### config.mk
export PLATFORM = sky130hd
export DESIGN_NAME = asr_regmap
export DESIGN_NICKNAME = d
export VERILOG_FILES = /design/src/verilog/asr_pkg.sv /design/src/verilog/asr_regmap.sv
export VERILOG_INCLUDE_DIRS = /design/src /design/src/verilog
export SDC_FILE = /design/constraint.sdc
export NUM_CORES = 1
export LEC_CHECK = 0
export BUFFER_PORTS_ARGS = -buffer_cell sky130_fd_sc_hd__buf_2
export CORE_MARGIN = 4
export CORE_UTILIZATION = 53
export CTS_CLUSTER_DIAMETER = 30
export CTS_CLUSTER_SIZE = 28
export DETAILED_ROUTE_END_ITERATION = 6
export HOLD_SLACK_MARGIN = 0.03
export PLACE_DENSITY = 0.76
export SLEW_MARGIN = 20
export SYNTH_ARGS = -nofsm -noshare
export SYNTH_HDL_FRONTEND = slang
export SYNTH_SLANG_ARGS = --single-unit
### constraint.sdc
create_clock -name clk -period 2.3 [get_ports clk]
set_clock_uncertainty 0.1 [all_clocks]
set_input_delay 0.46 -clock clk [delete_from_list [all_inputs] [get_ports clk]]
set_output_delay 0.46 -clock clk [all_outputs]
set_load 0.005 [all_outputs]
### src/verilog/asr_defines.svh
// Constants of the analog die serial register map.
// Assumes inclusion by bare name from design and bench files.
`ifndef ASR_DEFINES_SVH
`define ASR_DEFINES_SVH

// ----------------------------------------------------------------
// Register addresses
// ----------------------------------------------------------------
`define ASR_A_HB_OUT   5'h01
`define ASR_A_HB_CTL   5'h02
`define ASR_A_SYS_CTL  5'h03
`define ASR_A_IRQ_MSK  5'h04
`define ASR_A_IRQ_FLG  5'h05
`define ASR_A_RST_MSK  5'h06
`define ASR_A_MUX_SEL  5'h07
`define ASR_A_RSVD_A   5'h08
`define ASR_A_RSVD_B   5'h09
`define ASR_A_WDG_CTL  5'h0A
`define ASR_A_PWR_OUT  5'h0B
`define ASR_A_SYS_STAT 5'h0C

// ----------------------------------------------------------------
// Writable bits per register
// ----------------------------------------------------------------
`define ASR_M_HB_OUT   8'hFF
`define ASR_M_HB_CTL   8'hC7
`define ASR_M_SYS_CTL  8'hE0
`define ASR_M_IRQ_MSK  8'h3E
`define ASR_M_RST_MSK  8'h83
`define ASR_M_MUX_SEL  8'h0F
`define ASR_M_PWR_OUT  8'h02

// ----------------------------------------------------------------
// Field positions
// ----------------------------------------------------------------
`define ASR_B_PWR_STAGE  7
`define ASR_B_CUR_LIM    6
`define ASR_B_LIN_IRQ_EN 5
`define ASR_B_LIN_EDGE   5
`define ASR_B_AUX        1

// ----------------------------------------------------------------
// Reset values and frame counts
// ----------------------------------------------------------------
`define ASR_RST_BYTE   8'h00
`define ASR_SYNC_RST   8'h1A
`define ASR_FRAME_LEN  5'd16
`define ASR_CNT_OVER   5'd17
`define ASR_PAR_CNT    5'd7
`define ASR_MUX_CHANS  6

`endif

### src/verilog/asr_pkg.sv
// Types shared by the analog die serial register map.
// Assumes nothing of its surroundings.
`default_nettype none

package asr_pkg;
  typedef logic [7:0] asr_byte_t;
  typedef logic [4:0] asr_addr_t;
  typedef logic [5:0] asr_chan_t;
  typedef enum {ASR_IDLE, ASR_FRAME} asr_state_e;
endpackage : asr_pkg

`default_nettype wire

### src/verilog/asr_regmap.sv
// Serial register map, LIN pin logic and diagnostic mux select.
// Assumes the master runs a 16-clock frame under an active-low select.
//
// What this block does
// - Reply byte one always carries the system status register.
// - Reply byte two carries the addressed register, before any write.
// - LIN transmitter is enabled only while power_stage_on is set.
// - Status shows lin_current_limit_flag while the transmitter limits current.
// - Transmit input low drives LIN dominant; high turns the driver off.
// - An undriven transmit input counts as high, keeping LIN recessive.
// - Receive output is high for recessive bus, low for dominant bus.
// - In stop mode the transmitter is off and the receiver stays active.
// - With lin_irq_enable set, each LIN falling edge raises an interrupt.
// - A LIN edge interrupt turns the main regulator on and requests wake-up.
// - Four-bit channel select in the mux register low nibble, reset zero.
// - Select 0-3 half-bridge sense, 4 supply, 5 temperature, others none.
// - Power output register holds only bit 1; others read zero.
// - aux_supply_on switches the auxiliary supply output; reset clears it.
// - Only frames with exactly sixteen sample edges are accepted.
// - Write data is taken on the select rising edge ending the frame.
`include "asr_defines.svh"
`default_nettype none

module asr_regmap (
  input  wire logic           clk,
  input  wire logic           nrst,
  input  wire logic           spi_sclk,
  input  wire logic           spi_ss_n,
  input  wire logic           spi_mosi,
  output var  logic           spi_miso,
  output var  logic           spi_miso_oe_n,
  input  wire logic           lin_in,
  output var  logic           lin_out,
  output var  logic           lin_oe_n,
  input  wire logic           txd,
  input  wire logic           txd_driven,
  output var  logic           rxd,
  input  wire logic           lin_cur_limit,
  input  wire logic           stop_mode,
  output var  logic           lin_irq,
  output var  logic           wake_req,
  output var  logic           main_reg_on,
  output var  asr_pkg::asr_byte_t hb_out,
  output var  asr_pkg::asr_byte_t hb_ctrl,
  output var  asr_pkg::asr_byte_t reset_mask,
  output var  asr_pkg::asr_chan_t mux_chan,
  output var  logic           aux_supply_out
);
  import asr_pkg::*;

  // ----------------------------------------------------------------
  // Input synchronisers
  // ----------------------------------------------------------------
  // Bit order: 0 sclk, 1 ss_n, 2 mosi, 3 lin, 4 txd, 5 txd_driven,
  // 6 current limit, 7 stop mode.
  asr_byte_t s1, s2, s3, filt, filt_d;
  asr_byte_t next_filt;

  always_comb begin
    next_filt = ((s2 ~^ s3) & s3) | ((s2 ^ s3) & filt);
  end

  always_ff @(posedge clk or negedge nrst) begin
    if (!nrst) begin
      s1     <= `ASR_SYNC_RST;
      s2     <= `ASR_SYNC_RST;
      s3     <= `ASR_SYNC_RST;
      filt   <= `ASR_SYNC_RST;
      filt_d <= `ASR_SYNC_RST;
    end else begin
      s1     <= {stop_mode, lin_cur_limit, txd_driven, txd,
                 lin_in, spi_mosi, spi_ss_n, spi_sclk};
      s2     <= s1;
      s3     <= s2;
      filt   <= next_filt;
      filt_d <= filt;
    end
  end

  logic sclk_rise, sclk_fall, ss_fall, ss_rise, lin_fall, stop_rise;
  assign sclk_rise = filt[0] & ~filt_d[0];
  assign sclk_fall = ~filt[0] & filt_d[0];
  assign ss_fall   = ~filt[1] & filt_d[1];
  assign ss_rise   = filt[1] & ~filt_d[1];
  assign lin_fall  = ~filt[3] & filt_d[3];
  assign stop_rise = filt[7] & ~filt_d[7];

  // ----------------------------------------------------------------
  // Register state
  // ----------------------------------------------------------------
  asr_state_e state, next_state;
  logic [4:0] cnt, next_cnt, rcnt, next_rcnt;
  logic [15:0] rx, next_rx, tx, next_tx;
  asr_byte_t sys_ctl, next_sys_ctl, irq_msk, next_irq_msk;
  asr_byte_t next_hb_out, next_hb_ctrl, next_reset_mask;
  logic [3:0] mux_sel, next_mux_sel;
  logic lin_flag, next_lin_flag, next_aux, next_miso, next_miso_oe_n;
  logic next_lin_oe_n, next_rxd, next_lin_irq, next_wake, next_main;
  asr_chan_t next_mux_chan;
  asr_byte_t status;
  logic tx_en, txd_eff, wr_ok;

  assign status = {1'b0, filt[`ASR_B_CUR_LIM], 6'h00};
  assign lin_out = 1'b0;

  function automatic asr_chan_t chan_dec(input logic [3:0] sel);
    chan_dec = '0;
    if (sel < 4'h6) begin
      chan_dec[sel[2:0]] = 1'b1;
    end
  endfunction

  function automatic asr_byte_t rd_reg(input asr_addr_t a);
    case (a)
      `ASR_A_HB_OUT:   rd_reg = hb_out;
      `ASR_A_HB_CTL:   rd_reg = hb_ctrl;
      `ASR_A_SYS_CTL:  rd_reg = sys_ctl;
      `ASR_A_IRQ_MSK:  rd_reg = irq_msk;
      `ASR_A_IRQ_FLG:  rd_reg = {2'b00, lin_flag, 5'h00};
      `ASR_A_RST_MSK:  rd_reg = reset_mask;
      `ASR_A_MUX_SEL:  rd_reg = {4'h0, mux_sel};
      `ASR_A_PWR_OUT:  rd_reg = {6'h00, aux_supply_out, 1'b0};
      `ASR_A_SYS_STAT: rd_reg = status;
      default:         rd_reg = 8'h00;
    endcase
  endfunction

  // Frame word once sixteen bits are in, first bit on top:
  // [15:11] address, [10] read flag, [9] parity, [8] unused,
  // [7:0] write data. Parity is the XOR of address and read flag,
  // and is checked on writes only.
  // Valid write: exact length, write type, good even parity
  assign wr_ok = (cnt == `ASR_FRAME_LEN) && !rx[10]
                 && ((^rx[15:10]) == rx[9]);

  // ----------------------------------------------------------------
  // Next-state logic
  // ----------------------------------------------------------------
  always_comb begin
    next_state      = state;
    next_cnt        = cnt;
    next_rcnt       = rcnt;
    next_rx         = rx;
    next_tx         = tx;
    next_miso       = spi_miso;
    next_miso_oe_n  = spi_miso_oe_n;
    next_hb_out     = hb_out;
    next_hb_ctrl    = hb_ctrl;
    next_sys_ctl    = sys_ctl;
    next_irq_msk    = irq_msk;
    next_reset_mask = reset_mask;
    next_mux_sel    = mux_sel;
    next_aux        = aux_supply_out;
    next_lin_flag   = lin_flag;
    case (state)
      ASR_IDLE: begin
        if (ss_fall) begin
          next_state     = ASR_FRAME;
          next_cnt       = 5'd0;
          next_rcnt      = 5'd0;
          next_rx        = 16'h0000;
          next_tx        = {status, 8'h00};
          next_miso_oe_n = 1'b0;
        end
      end
      ASR_FRAME: begin
        if (ss_rise) begin
          next_state     = ASR_IDLE;
          next_miso_oe_n = 1'b1;
          if (wr_ok) begin
            case (rx[15:11])
              `ASR_A_HB_OUT:  next_hb_out = rx[7:0] & `ASR_M_HB_OUT;
              `ASR_A_HB_CTL:  next_hb_ctrl = rx[7:0] & `ASR_M_HB_CTL;
              `ASR_A_SYS_CTL: next_sys_ctl = rx[7:0] & `ASR_M_SYS_CTL;
              `ASR_A_IRQ_MSK: next_irq_msk = rx[7:0] & `ASR_M_IRQ_MSK;
              `ASR_A_RST_MSK: next_reset_mask = rx[7:0] & `ASR_M_RST_MSK;
              `ASR_A_MUX_SEL: next_mux_sel = rx[3:0];
              `ASR_A_PWR_OUT: next_aux = rx[`ASR_B_AUX];
              `ASR_A_IRQ_FLG: begin
                if (rx[`ASR_B_LIN_EDGE]) begin
                  next_lin_flag = 1'b0;
                end
              end
              default: ;
            endcase
          end
        end else begin
          if (sclk_fall) begin
            next_rx = {rx[14:0], filt[2]};
            if (cnt != `ASR_CNT_OVER) begin
              next_cnt = cnt + 5'd1;
            end
            if (cnt == `ASR_PAR_CNT - 5'd1) begin
              next_tx[7:0] = rd_reg(next_rx[6:2]);
            end
          end
          if (sclk_rise && rcnt < `ASR_FRAME_LEN) begin
            next_miso = tx[4'hF - rcnt[3:0]];
            next_rcnt = rcnt + 5'd1;
          end
        end
      end
      default: next_state = ASR_IDLE;
    endcase
    // Edge sets the flag even in the cycle it is cleared
    if (lin_fall) begin
      next_lin_flag = 1'b1;
    end
  end

  // ----------------------------------------------------------------
  // LIN pin, wake-up and mux outputs
  // ----------------------------------------------------------------
  always_comb begin
    tx_en   = sys_ctl[`ASR_B_PWR_STAGE] & ~filt[7];
    txd_eff = filt[5] ? filt[4] : 1'b1;
    next_lin_oe_n = ~(tx_en & ~txd_eff);
    next_rxd      = filt[3];
    next_lin_irq  = lin_flag & irq_msk[`ASR_B_LIN_IRQ_EN];
    next_wake     = lin_fall & irq_msk[`ASR_B_LIN_IRQ_EN];
    next_main     = main_reg_on;
    if (stop_rise) begin
      next_main = 1'b0;
    end
    if (next_wake) begin
      next_main = 1'b1;
    end
    next_mux_chan = chan_dec(mux_sel);
  end

  always_ff @(posedge clk or negedge nrst) begin
    if (!nrst) begin
      state          <= ASR_IDLE;
      cnt            <= 5'd0;
      rcnt           <= 5'd0;
      rx             <= 16'h0000;
      tx             <= 16'h0000;
      spi_miso       <= 1'b0;
      spi_miso_oe_n  <= 1'b1;
      hb_out         <= `ASR_RST_BYTE;
      hb_ctrl        <= `ASR_RST_BYTE;
      sys_ctl        <= `ASR_RST_BYTE;
      irq_msk        <= `ASR_RST_BYTE;
      reset_mask     <= `ASR_RST_BYTE;
      mux_sel        <= 4'h0;
      aux_supply_out <= 1'b0;
      lin_flag       <= 1'b0;
      lin_oe_n       <= 1'b1;
      rxd            <= 1'b1;
      lin_irq        <= 1'b0;
      wake_req       <= 1'b0;
      main_reg_on    <= 1'b0;
      mux_chan       <= 6'h01;
    end else begin
      state          <= next_state;
      cnt            <= next_cnt;
      rcnt           <= next_rcnt;
      rx             <= next_rx;
      tx             <= next_tx;
      spi_miso       <= next_miso;
      spi_miso_oe_n  <= next_miso_oe_n;
      hb_out         <= next_hb_out;
      hb_ctrl        <= next_hb_ctrl;
      sys_ctl        <= next_sys_ctl;
      irq_msk        <= next_irq_msk;
      reset_mask     <= next_reset_mask;
      mux_sel        <= next_mux_sel;
      aux_supply_out <= next_aux;
      lin_flag       <= next_lin_flag;
      lin_oe_n       <= next_lin_oe_n;
      rxd            <= next_rxd;
      lin_irq        <= next_lin_irq;
      wake_req       <= next_wake;
      main_reg_on    <= next_main;
      mux_chan       <= next_mux_chan;
    end
  end
endmodule // asr_regmap

`default_nettype wire

==> summary.md, run 1 <==
| Metric | Value |
|---|---|
| Largest net degree at the start of global routing | slightly above 40 |
| CTS Sinks | ~110 |
| Max-cap viol count | 0 |
| PwrDens | about 910 mW/mm2 |
| Final cell count without fillers | a little under 600 |
| WP data required | 2.63 ns |
| Cell count after placement | ~540 |
| Top-Level Pins | roughly 50 |
| Hold violation count in the final report | 0 |
| Initial antenna violation count | 0 |
| H-tree level count | 4 |
| Top_reg_cell synth | dfrtp_1 |
| Gpl congestion | about 0.86 |
| Design area | 0.00597 mm2 |
| Inserted Diodes | 0 |
| Worst hold start | s1[7] |
| Share of cells above drive strength 1 | 0.323 |
| Library cells used by synthesis | slightly below 60 |
| Clk pwr share | 0.458 |
| Tot GR Track Use | 0.194 |
| First-pass detailed-route iteration total | 4 |
| Internal power | 0.00399 W |
| Vias | between 3k and 4k |
| Clk_lat worst skew | between 0.5 and 0.6 ns |
| Vias in the first global route | 3419 |
| Worst Max-Slew Pin Slew | roughly 0.60 ns |
| Post-synth EDFFs | 0 |
| Via-per-instance ratio | ~5.6 |
| CTS max path bufs | 2 |
| Clock period minus worst slack | 2.20 ns |
| Worst Setup End Kind | flop |
| Clock slew at reported path FFs | ~0.060 ns |
| Dominant cells by area after synthesis | dfrtp_1 (49%), dfstp_2 (9.0%), mux2_2 (7.3%), nand2_1 (3.6%), ha_1 (3.3%) |
| Reg power frac | 0.428 |
| 1st-iter DRT viols | 164 |
| Area Overhead vs Synth | 20.9% |
| Sw Ratio | 0.270 |
| Root Driver | clkbuf_8 |
| First-pass GRT wire length | 16.8 mm |
| Final Setup Violations | 0 |
| Area occupied by multi-input gates | between 0.0015 and 0.002 mm2 |
| Status | finished clean |
| Combinational power share | 0.114 |
| Final period util | 0.957 |
| Synth area leader | dfrtp_1 |
| Async set or reset register ratio after synthesis | 1.00 |
| Top-area cell type share of the netlist area | 0.491 |
| Arrival time at the worst endpoint | 2.53 ns |
| Post-route ant nets | 0 |
| Storage element area | between 0.002 and 0.003 mm2 |
| Die height | 105 um |
| Initial Util | 0.556 |
| Wirelength per Cell | 17.0 um |
| Reg2reg start | cnt[0] |
| Syn_area_per_cell | 12.3 um2 |
| Worst-case reg-to-reg path depth | 6 |
| Crit Path Category | flop to flop |
| Final WL | 9.97 mm |
| #FFs+latches synth | between 100 and 150 |
| Inserted Clock Buffers | 17 |
| Reg-to-reg endpoint | tx[7] |
| Crit start category | flop |
| Final Power | 0.00546 W |
| Crit-path max FO | 8 |
| Full die area | ~0.011 mm2 |
| Yosys warning total | 0 |
| GRT overflow | 0 |
| Fraction of the yosys area taken by sequential cells | 0.581 |
| Fill count | ~650 |
| Nets | between 400 and 500 |
| Worst hold-check path type | flop to flop |
| Hold Path End | s2[7] |
| Residual DRC | 0 |
| Psw | between 0.001 and 0.0015 W |
| Detail Placement HPWL | 6.69 mm |
| CTS tree | yes |
| Rows | 34 |
| Fin Setup TNS | 0 ns |
| Static Leak | between 2 and 3 nW |
| Max-slew violation count | 0 |
| Unrepaired setup endpoints after global routing | no |
| Die X | about 100 um |
| Cell count after synthesis | 401 |
| Synthesized area | 0.00494 mm2 |
| R2R Setup Slk | 0.1 ns |
| Area post-placement | 0.00531 mm2 |
| Core area | approximately 0.009 mm2 |
| Slew HR | 0.595 |
| Port Buffers | 39 |
| Hold Crit Depth | 0 |
| F_max | roughly 450 MHz |
| Worst IR Drop VDD | between 0.5 and 0.6 mV |
metrics by stage:
step / hold slack [ns] / util / setup WS, ns
after floorplan: 0.0644 / - / 0.120
after global placement: 0.234 / 0.597 / 0.124
after detailed placement: 0.235 / 0.597 / 0.0724
after CTS: 0.249 / 0.671 / 0.0224
after global routing: 0.250 / 0.672 / 0.00318
final: 0.246 / 0.672 / 0.0988
cells in the final DEF (no fill, tap or decap), drive strengths merged, types with 3 or more instances in the layout:
| master | synthesis | layout |
|---|---|---|
| a21o | 12 | 12 |
| a21oi | 7 | 7 |
| a31oi | 3 | 3 |
| and3 | 8 | 8 |
| buf | 10 | 55 |
| clkbuf | 18 | 17 |
| clkinv | 0 | 7 |
| clkinvlp | 0 | 3 |
| conb | 1 | 9 |
| dfrtp | 97 | 97 |
| dfstp | 17 | 17 |
| dlygate4sd3 | 0 | 9 |
| ha | 13 | 13 |
| inv | 5 | 8 |
| mux2 | 32 | 32 |
| mux2i | 6 | 6 |
| nand2 | 47 | 47 |
| nand2b | 9 | 9 |
| nand3 | 7 | 7 |
| nand3b | 4 | 4 |
| nand4 | 6 | 6 |
| nor2 | 7 | 7 |
| nor2b | 3 | 3 |
| nor3 | 6 | 6 |
| nor3b | 3 | 3 |
| nor4 | 4 | 4 |
| nor4b | 5 | 5 |
| nor4bb | 3 | 3 |
| o21ai | 18 | 18 |
| o2bb2ai | 8 | 8 |
| or3b | 5 | 5 |
| xor2 | 5 | 5 |
layout make-up:
type                       count  area share
clock buffer                  17      0.0693
clock inverter                15      0.0266
inverter                       5     0.00314
sequential                   114       0.481
multi-input combinational    262       0.325
tap                          108      0.0226
timing repair buffer          64      0.0725
critical path: stages (launching register included):
cell	delay [ns]
dfrtp_1	0.41
inv_1	0.14
ha_1	0.19
or4bb_1	0.53
a21oi_1	0.21
o211ai_1	0.28
o2bb2ai_1	0.25
how the worst max path moves through the flow:
stage / from / end / slack (ns) / cells after the start
after global placement: cnt[0] / hb_ctrl[1] / 0.12 / 6
after floorplan: filt[1] / hb_out[0] / 0.12 / 5
after detailed placement: cnt[0] / hb_ctrl[0] / 0.07 / 6
after global routing: cnt[0] / hb_out[4] / 0.003 / 7
final: cnt[0] / tx[7] / 0.1 / 6
after CTS: cnt[0] / hb_ctrl[2] / 0.02 / 6
timing repair:
action,4_1_cts,5_1_grt
setup buffers,0,0
endpoints found under the hold margin,33,0
resized for setup,0,1
endpoints found under the setup margin,0,5
hold buffers,9,0
cells by family (layout without fill, tap and decap cells):
| group | Yosys count | after routing | share of synthesized area |
|---|---|---|---|
| and+or+nand+nor | 129 | 129 | 0.158 |
| DFF | 114 | 114 | 0.581 |
| AOI/OAI and AO/OA | 65 | 65 | 0.0896 |
| muxes | 39 | 39 | 0.0896 |
| buffers and inverters | 33 | 101 | 0.0334 |
| adders and majority gates | 13 | 13 | 0.0329 |
| xor gates and xnor gates | 7 | 7 | 0.0139 |
| other | 1 | 9 | 0.000759 |
power by group through the flow:
stage	clock network, W	logic, W	registers [W]
floorplan	0	0.000441	0.00230
global placement	0	0.000578	0.00236
detailed placement	0	0.000599	0.00237
CTS	0.00254	0.000619	0.00234
global route	0.00266	0.000693	0.00236
finish	0.00250	0.000623	0.00234
layer usage:
layer	wire, um	vias up	GRT usage
met1	4240	1650	0.240
met3	496	21	0.0629
met4	210	0	0.0843
li1	-	1545	-
met2	5030	87	0.316
met5	0	-	0
cell usage after synthesis (6+ instances only):
library cell,count
nand3_1,7
nand4_1,6
nand2_1,47
and3_1,8
mux2_2,32
o21ai_0,18
clkbuf_1,18
mux2i_1,6
nand2b_1,9
nor2_1,7
ha_1,13
dfrtp_1,97
nor3_1,6
dfstp_2,17
a21oi_1,7
buf_4,9
a21o_1,12
o2bb2ai_1,8
registers in the layout, indices dropped and copies added, names as in the netlist, 3 cells and up:
signal      count
cnt             5
filt            8
filt_d          4
hb_ctrl         5
hb_out          8
irq_msk         5
mux_chan        6
mux_sel         4
rcnt            5
reset_mask      3
rx             16
s1              8
s2              8
s3              8
sys_ctl         3
tx              9
No activity file was read; power rests on OpenSTA's default activity.
==> inputs of run 2 (changes only) <==
--- a/config.mk
+++ b/config.mk
@@ -14,6 +14,7 @@
 export DETAILED_ROUTE_END_ITERATION = 6
 export HOLD_SLACK_MARGIN = 0.03
 export PLACE_DENSITY = 0.76
+export REMOVE_ABC_BUFFERS = 1
 export SLEW_MARGIN = 20
 export SYNTH_ARGS = -nofsm -noshare
 export SYNTH_HDL_FRONTEND = slang
==> summary.md, run 2 (same netlist as run 1, synthesis figures left out) <==
| Metric | Value |
|---|---|
| Psw | 0.00150 W (was 0.00148 W) |
| Via-per-instance ratio | 5.66 (was 5.65) |
| Internal power | 0.00424 W (was 0.00399 W) |
| First-pass GRT wire length | 17.6 mm (was 16.8 mm) |
| CTS max path bufs | 2 (unchanged) |
| Reg power frac | 0.408 (was 0.428) |
| Vias | 3330 (was 3303) |
| Crit Path Category | flop to flop (unchanged) |
| CTS tree | yes (unchanged) |
| Vias in the first global route | 3470 (was 3419) |
| Initial antenna violation count | 0 (unchanged) |
| Clock slew at reported path FFs | 0.06 ns (about the same) |
| Clk_lat worst skew | 0.51 ns (was 0.52 ns) |
| Clk pwr share | 0.483 (was 0.458) |
| PwrDens | 947 mW/mm2 (was 914 mW/mm2) |
| Combinational power share | 0.109 (was 0.114) |
| Worst hold-check path type | flop to flop (unchanged) |
| Worst Setup End Kind | flop (unchanged) |
| WP data required | 2.58 ns (was 2.63 ns) |
| Final period util | 0.943 (was 0.957) |
| Detail Placement HPWL | 6.81 mm (was 6.69 mm) |
| Util after Layout | 0.682 (was 0.672) |
| 1st-iter DRT viols | 220 (was 164) |
| Root Driver | clkbuf_8 (unchanged) |
| Top-Level Pins | 49 (unchanged) |
| Slew HR | 0.611 (was 0.595) |
| Fill count | 627 (was 645) |
| Static Leak | 2.88 nW (was 2.83 nW) |
| Arrival time at the worst endpoint | 2.45 ns (was 2.53 ns) |
| F_max | 461 MHz (was 454 MHz) |
| Full die area | 0.0109 mm2 (unchanged) |
| Wirelength per Cell | 17.1 um (was 17.0 um) |
| H-tree level count | 4 (unchanged) |
| Clock period minus worst slack | 2.17 ns (was 2.20 ns) |
| Initial Util | 0.556 (unchanged) |
| Final cell count without fillers | 588 (was 585) |
| Max FFs per register | 16 (unchanged) |
| Port Buffers | 39 (unchanged) |
| Largest stage delay, worst path | 0.44 ns (was 0.53 ns) |
| Final Power | 0.00574 W (was 0.00546 W) |
| Cell count after placement | 546 (was 544) |
| Final WL | 10.1 mm (was 9.97 mm) |
| Die height | 105 um (unchanged) |
| Inserted Clock Buffers | 17 (unchanged) |
| Biggest registers after layout | rx (16), tx (9) (unchanged) |
| Rows | 34 (unchanged) |
| Worst IR Drop VDD | 0.470 mV (was 0.597 mV) |
| Crit-path slowest cell | or4_4 (was or4bb_1) |
| Gpl congestion | 0.839 (was 0.863) |
| Die X | 105 um (unchanged) |
| Area Overhead vs Synth | 22.6% (was 20.9%) |
| Status | finished clean (unchanged) |
| Biggest register | rx (unchanged) |
| Worst-path cell chain | inv_1 -> ha_1 -> nand2b_1 -> or4_4 -> nor4_4 -> buf_6 -> mux2_2 (was inv_1 -> ha_1 -> or4bb_1 -> a21oi_1 -> o211ai_1 -> o2bb2ai_1) |
| Max-cap viol count | 0 (unchanged) |
| Residual DRC | 0 (unchanged) |
| Core area | 0.00889 mm2 (unchanged) |
| CTS Sinks | 114 (unchanged) |
| Leading cell type in the layout, fill and taps excluded | dfrtp_1 (unchanged) |
| Nets | 490 (was 487) |
| Sw Ratio | 0.262 (was 0.270) |
| GRT overflow | 0 (unchanged) |
| Crit start category | flop (unchanged) |
| Worst Max-Slew Pin Slew | 0.581 ns (was 0.605 ns) |
| Final Setup Violations | 0 (unchanged) |
| Hold violation count in the final report | 0 (unchanged) |
| Most frequent cells in the layout | dfrtp_1 (97), nand2_1 (47), buf_2 (38), mux2_2 (32), o21ai_0 (18) (unchanged) |
| Largest net degree at the start of global routing | 50 (was 41) |
| Tot GR Track Use | 0.202 (was 0.194) |
| Crit-path max FO | 8 (unchanged) |
| Inserted Diodes | 0 (unchanged) |
| First-pass detailed-route iteration total | 4 (unchanged) |
| Max-slew violation count | 0 (unchanged) |
| Share of cells above drive strength 1 | 0.327 (was 0.323) |
| Post-route ant nets | 0 (unchanged) |
==> run 2: cell type report <==
type                            count  area [um2]  share of cell area
Clock buffer                       17         414              0.0683
Clock inverter                     15         219              0.0361
Inverter                            5        18.8             0.00310
Multi-Input combinational cell    262        1940               0.320
Sequential cell                   114        2870               0.474
Tap cell                          108         135              0.0223
Timing Repair Buffer               67         459              0.0758
==> run 2: worst paths after layout <==
path	depth (start not counted)	from	slack [ns]	to
setup reg to reg	7	cnt[0]	0.13	hb_out[1]
hold reg to reg	0	s1[7]	0.25	s2[7]
hold / removal	0	s1[7]	0.25	s2[7]
setup / recovery	7	cnt[0]	0.13	hb_out[1]
min in group asynchronous	2	nrst	0.35	mux_sel[0]
max in group asynchronous	3	nrst	1.09	filt_d[1]
==> run 2: repair_timing <==
item	in CTS	in global routing
gates resized for setup	0	2
buffers inserted	0	1
hold buffers	9	0
endpoints found under the hold margin	39	0
endpoints found under the setup margin	0	10
==> run 2: metrics by stage <==
| step | hold slack, ns | cell area [um2] | setup TNS, ns | setup slack (ns) |
|---|---|---|---|---|
| 6_report | 0.248 | 6060 | 0 | 0.131 |
| 2_1_floorplan | 0.0644 | 4830 | 0 | 0.118 |
| 5_1_grt | 0.266 | 6060 | -0.0528 | -0.0213 |
| 3_5_place_dp | 0.235 | 5320 | 0 | 0.0275 |
| 3_3_place_gp | 0.234 | 5320 | 0 | 0.0857 |
| 4_1_cts | 0.249 | 6040 | 0 | 0.00539 |
==> run 2: metal layers <==
metal,part of all wire,global-route usage,up-vias
met5,0,0,-
met4,0.024,0.0769,0
met3,0.053,0.0561,24
met2,0.51,0.331,105
met1,0.41,0.259,1648
li1,-,-,1553
==> run 2: power by group through the flow <==
stage	registers (W)	clock network, W	logic [W]
final	0.00234	0.00277	0.000628
after floorplan	0.00235	0	0.000347
after CTS	0.00234	0.00283	0.000632
after global placement	0.00236	0	0.000590
after global routing	0.00237	0.00293	0.000712
after detailed placement	0.00237	0	0.000615
==> run 2: critical path: cells and delay by family (launching register included) <==
kind	cells	cell delay, ns
simple gates	3	0.66
fa+ha+maj	1	0.21
flops	1	0.41
buf+inv	2	0.32
mux	1	0.35
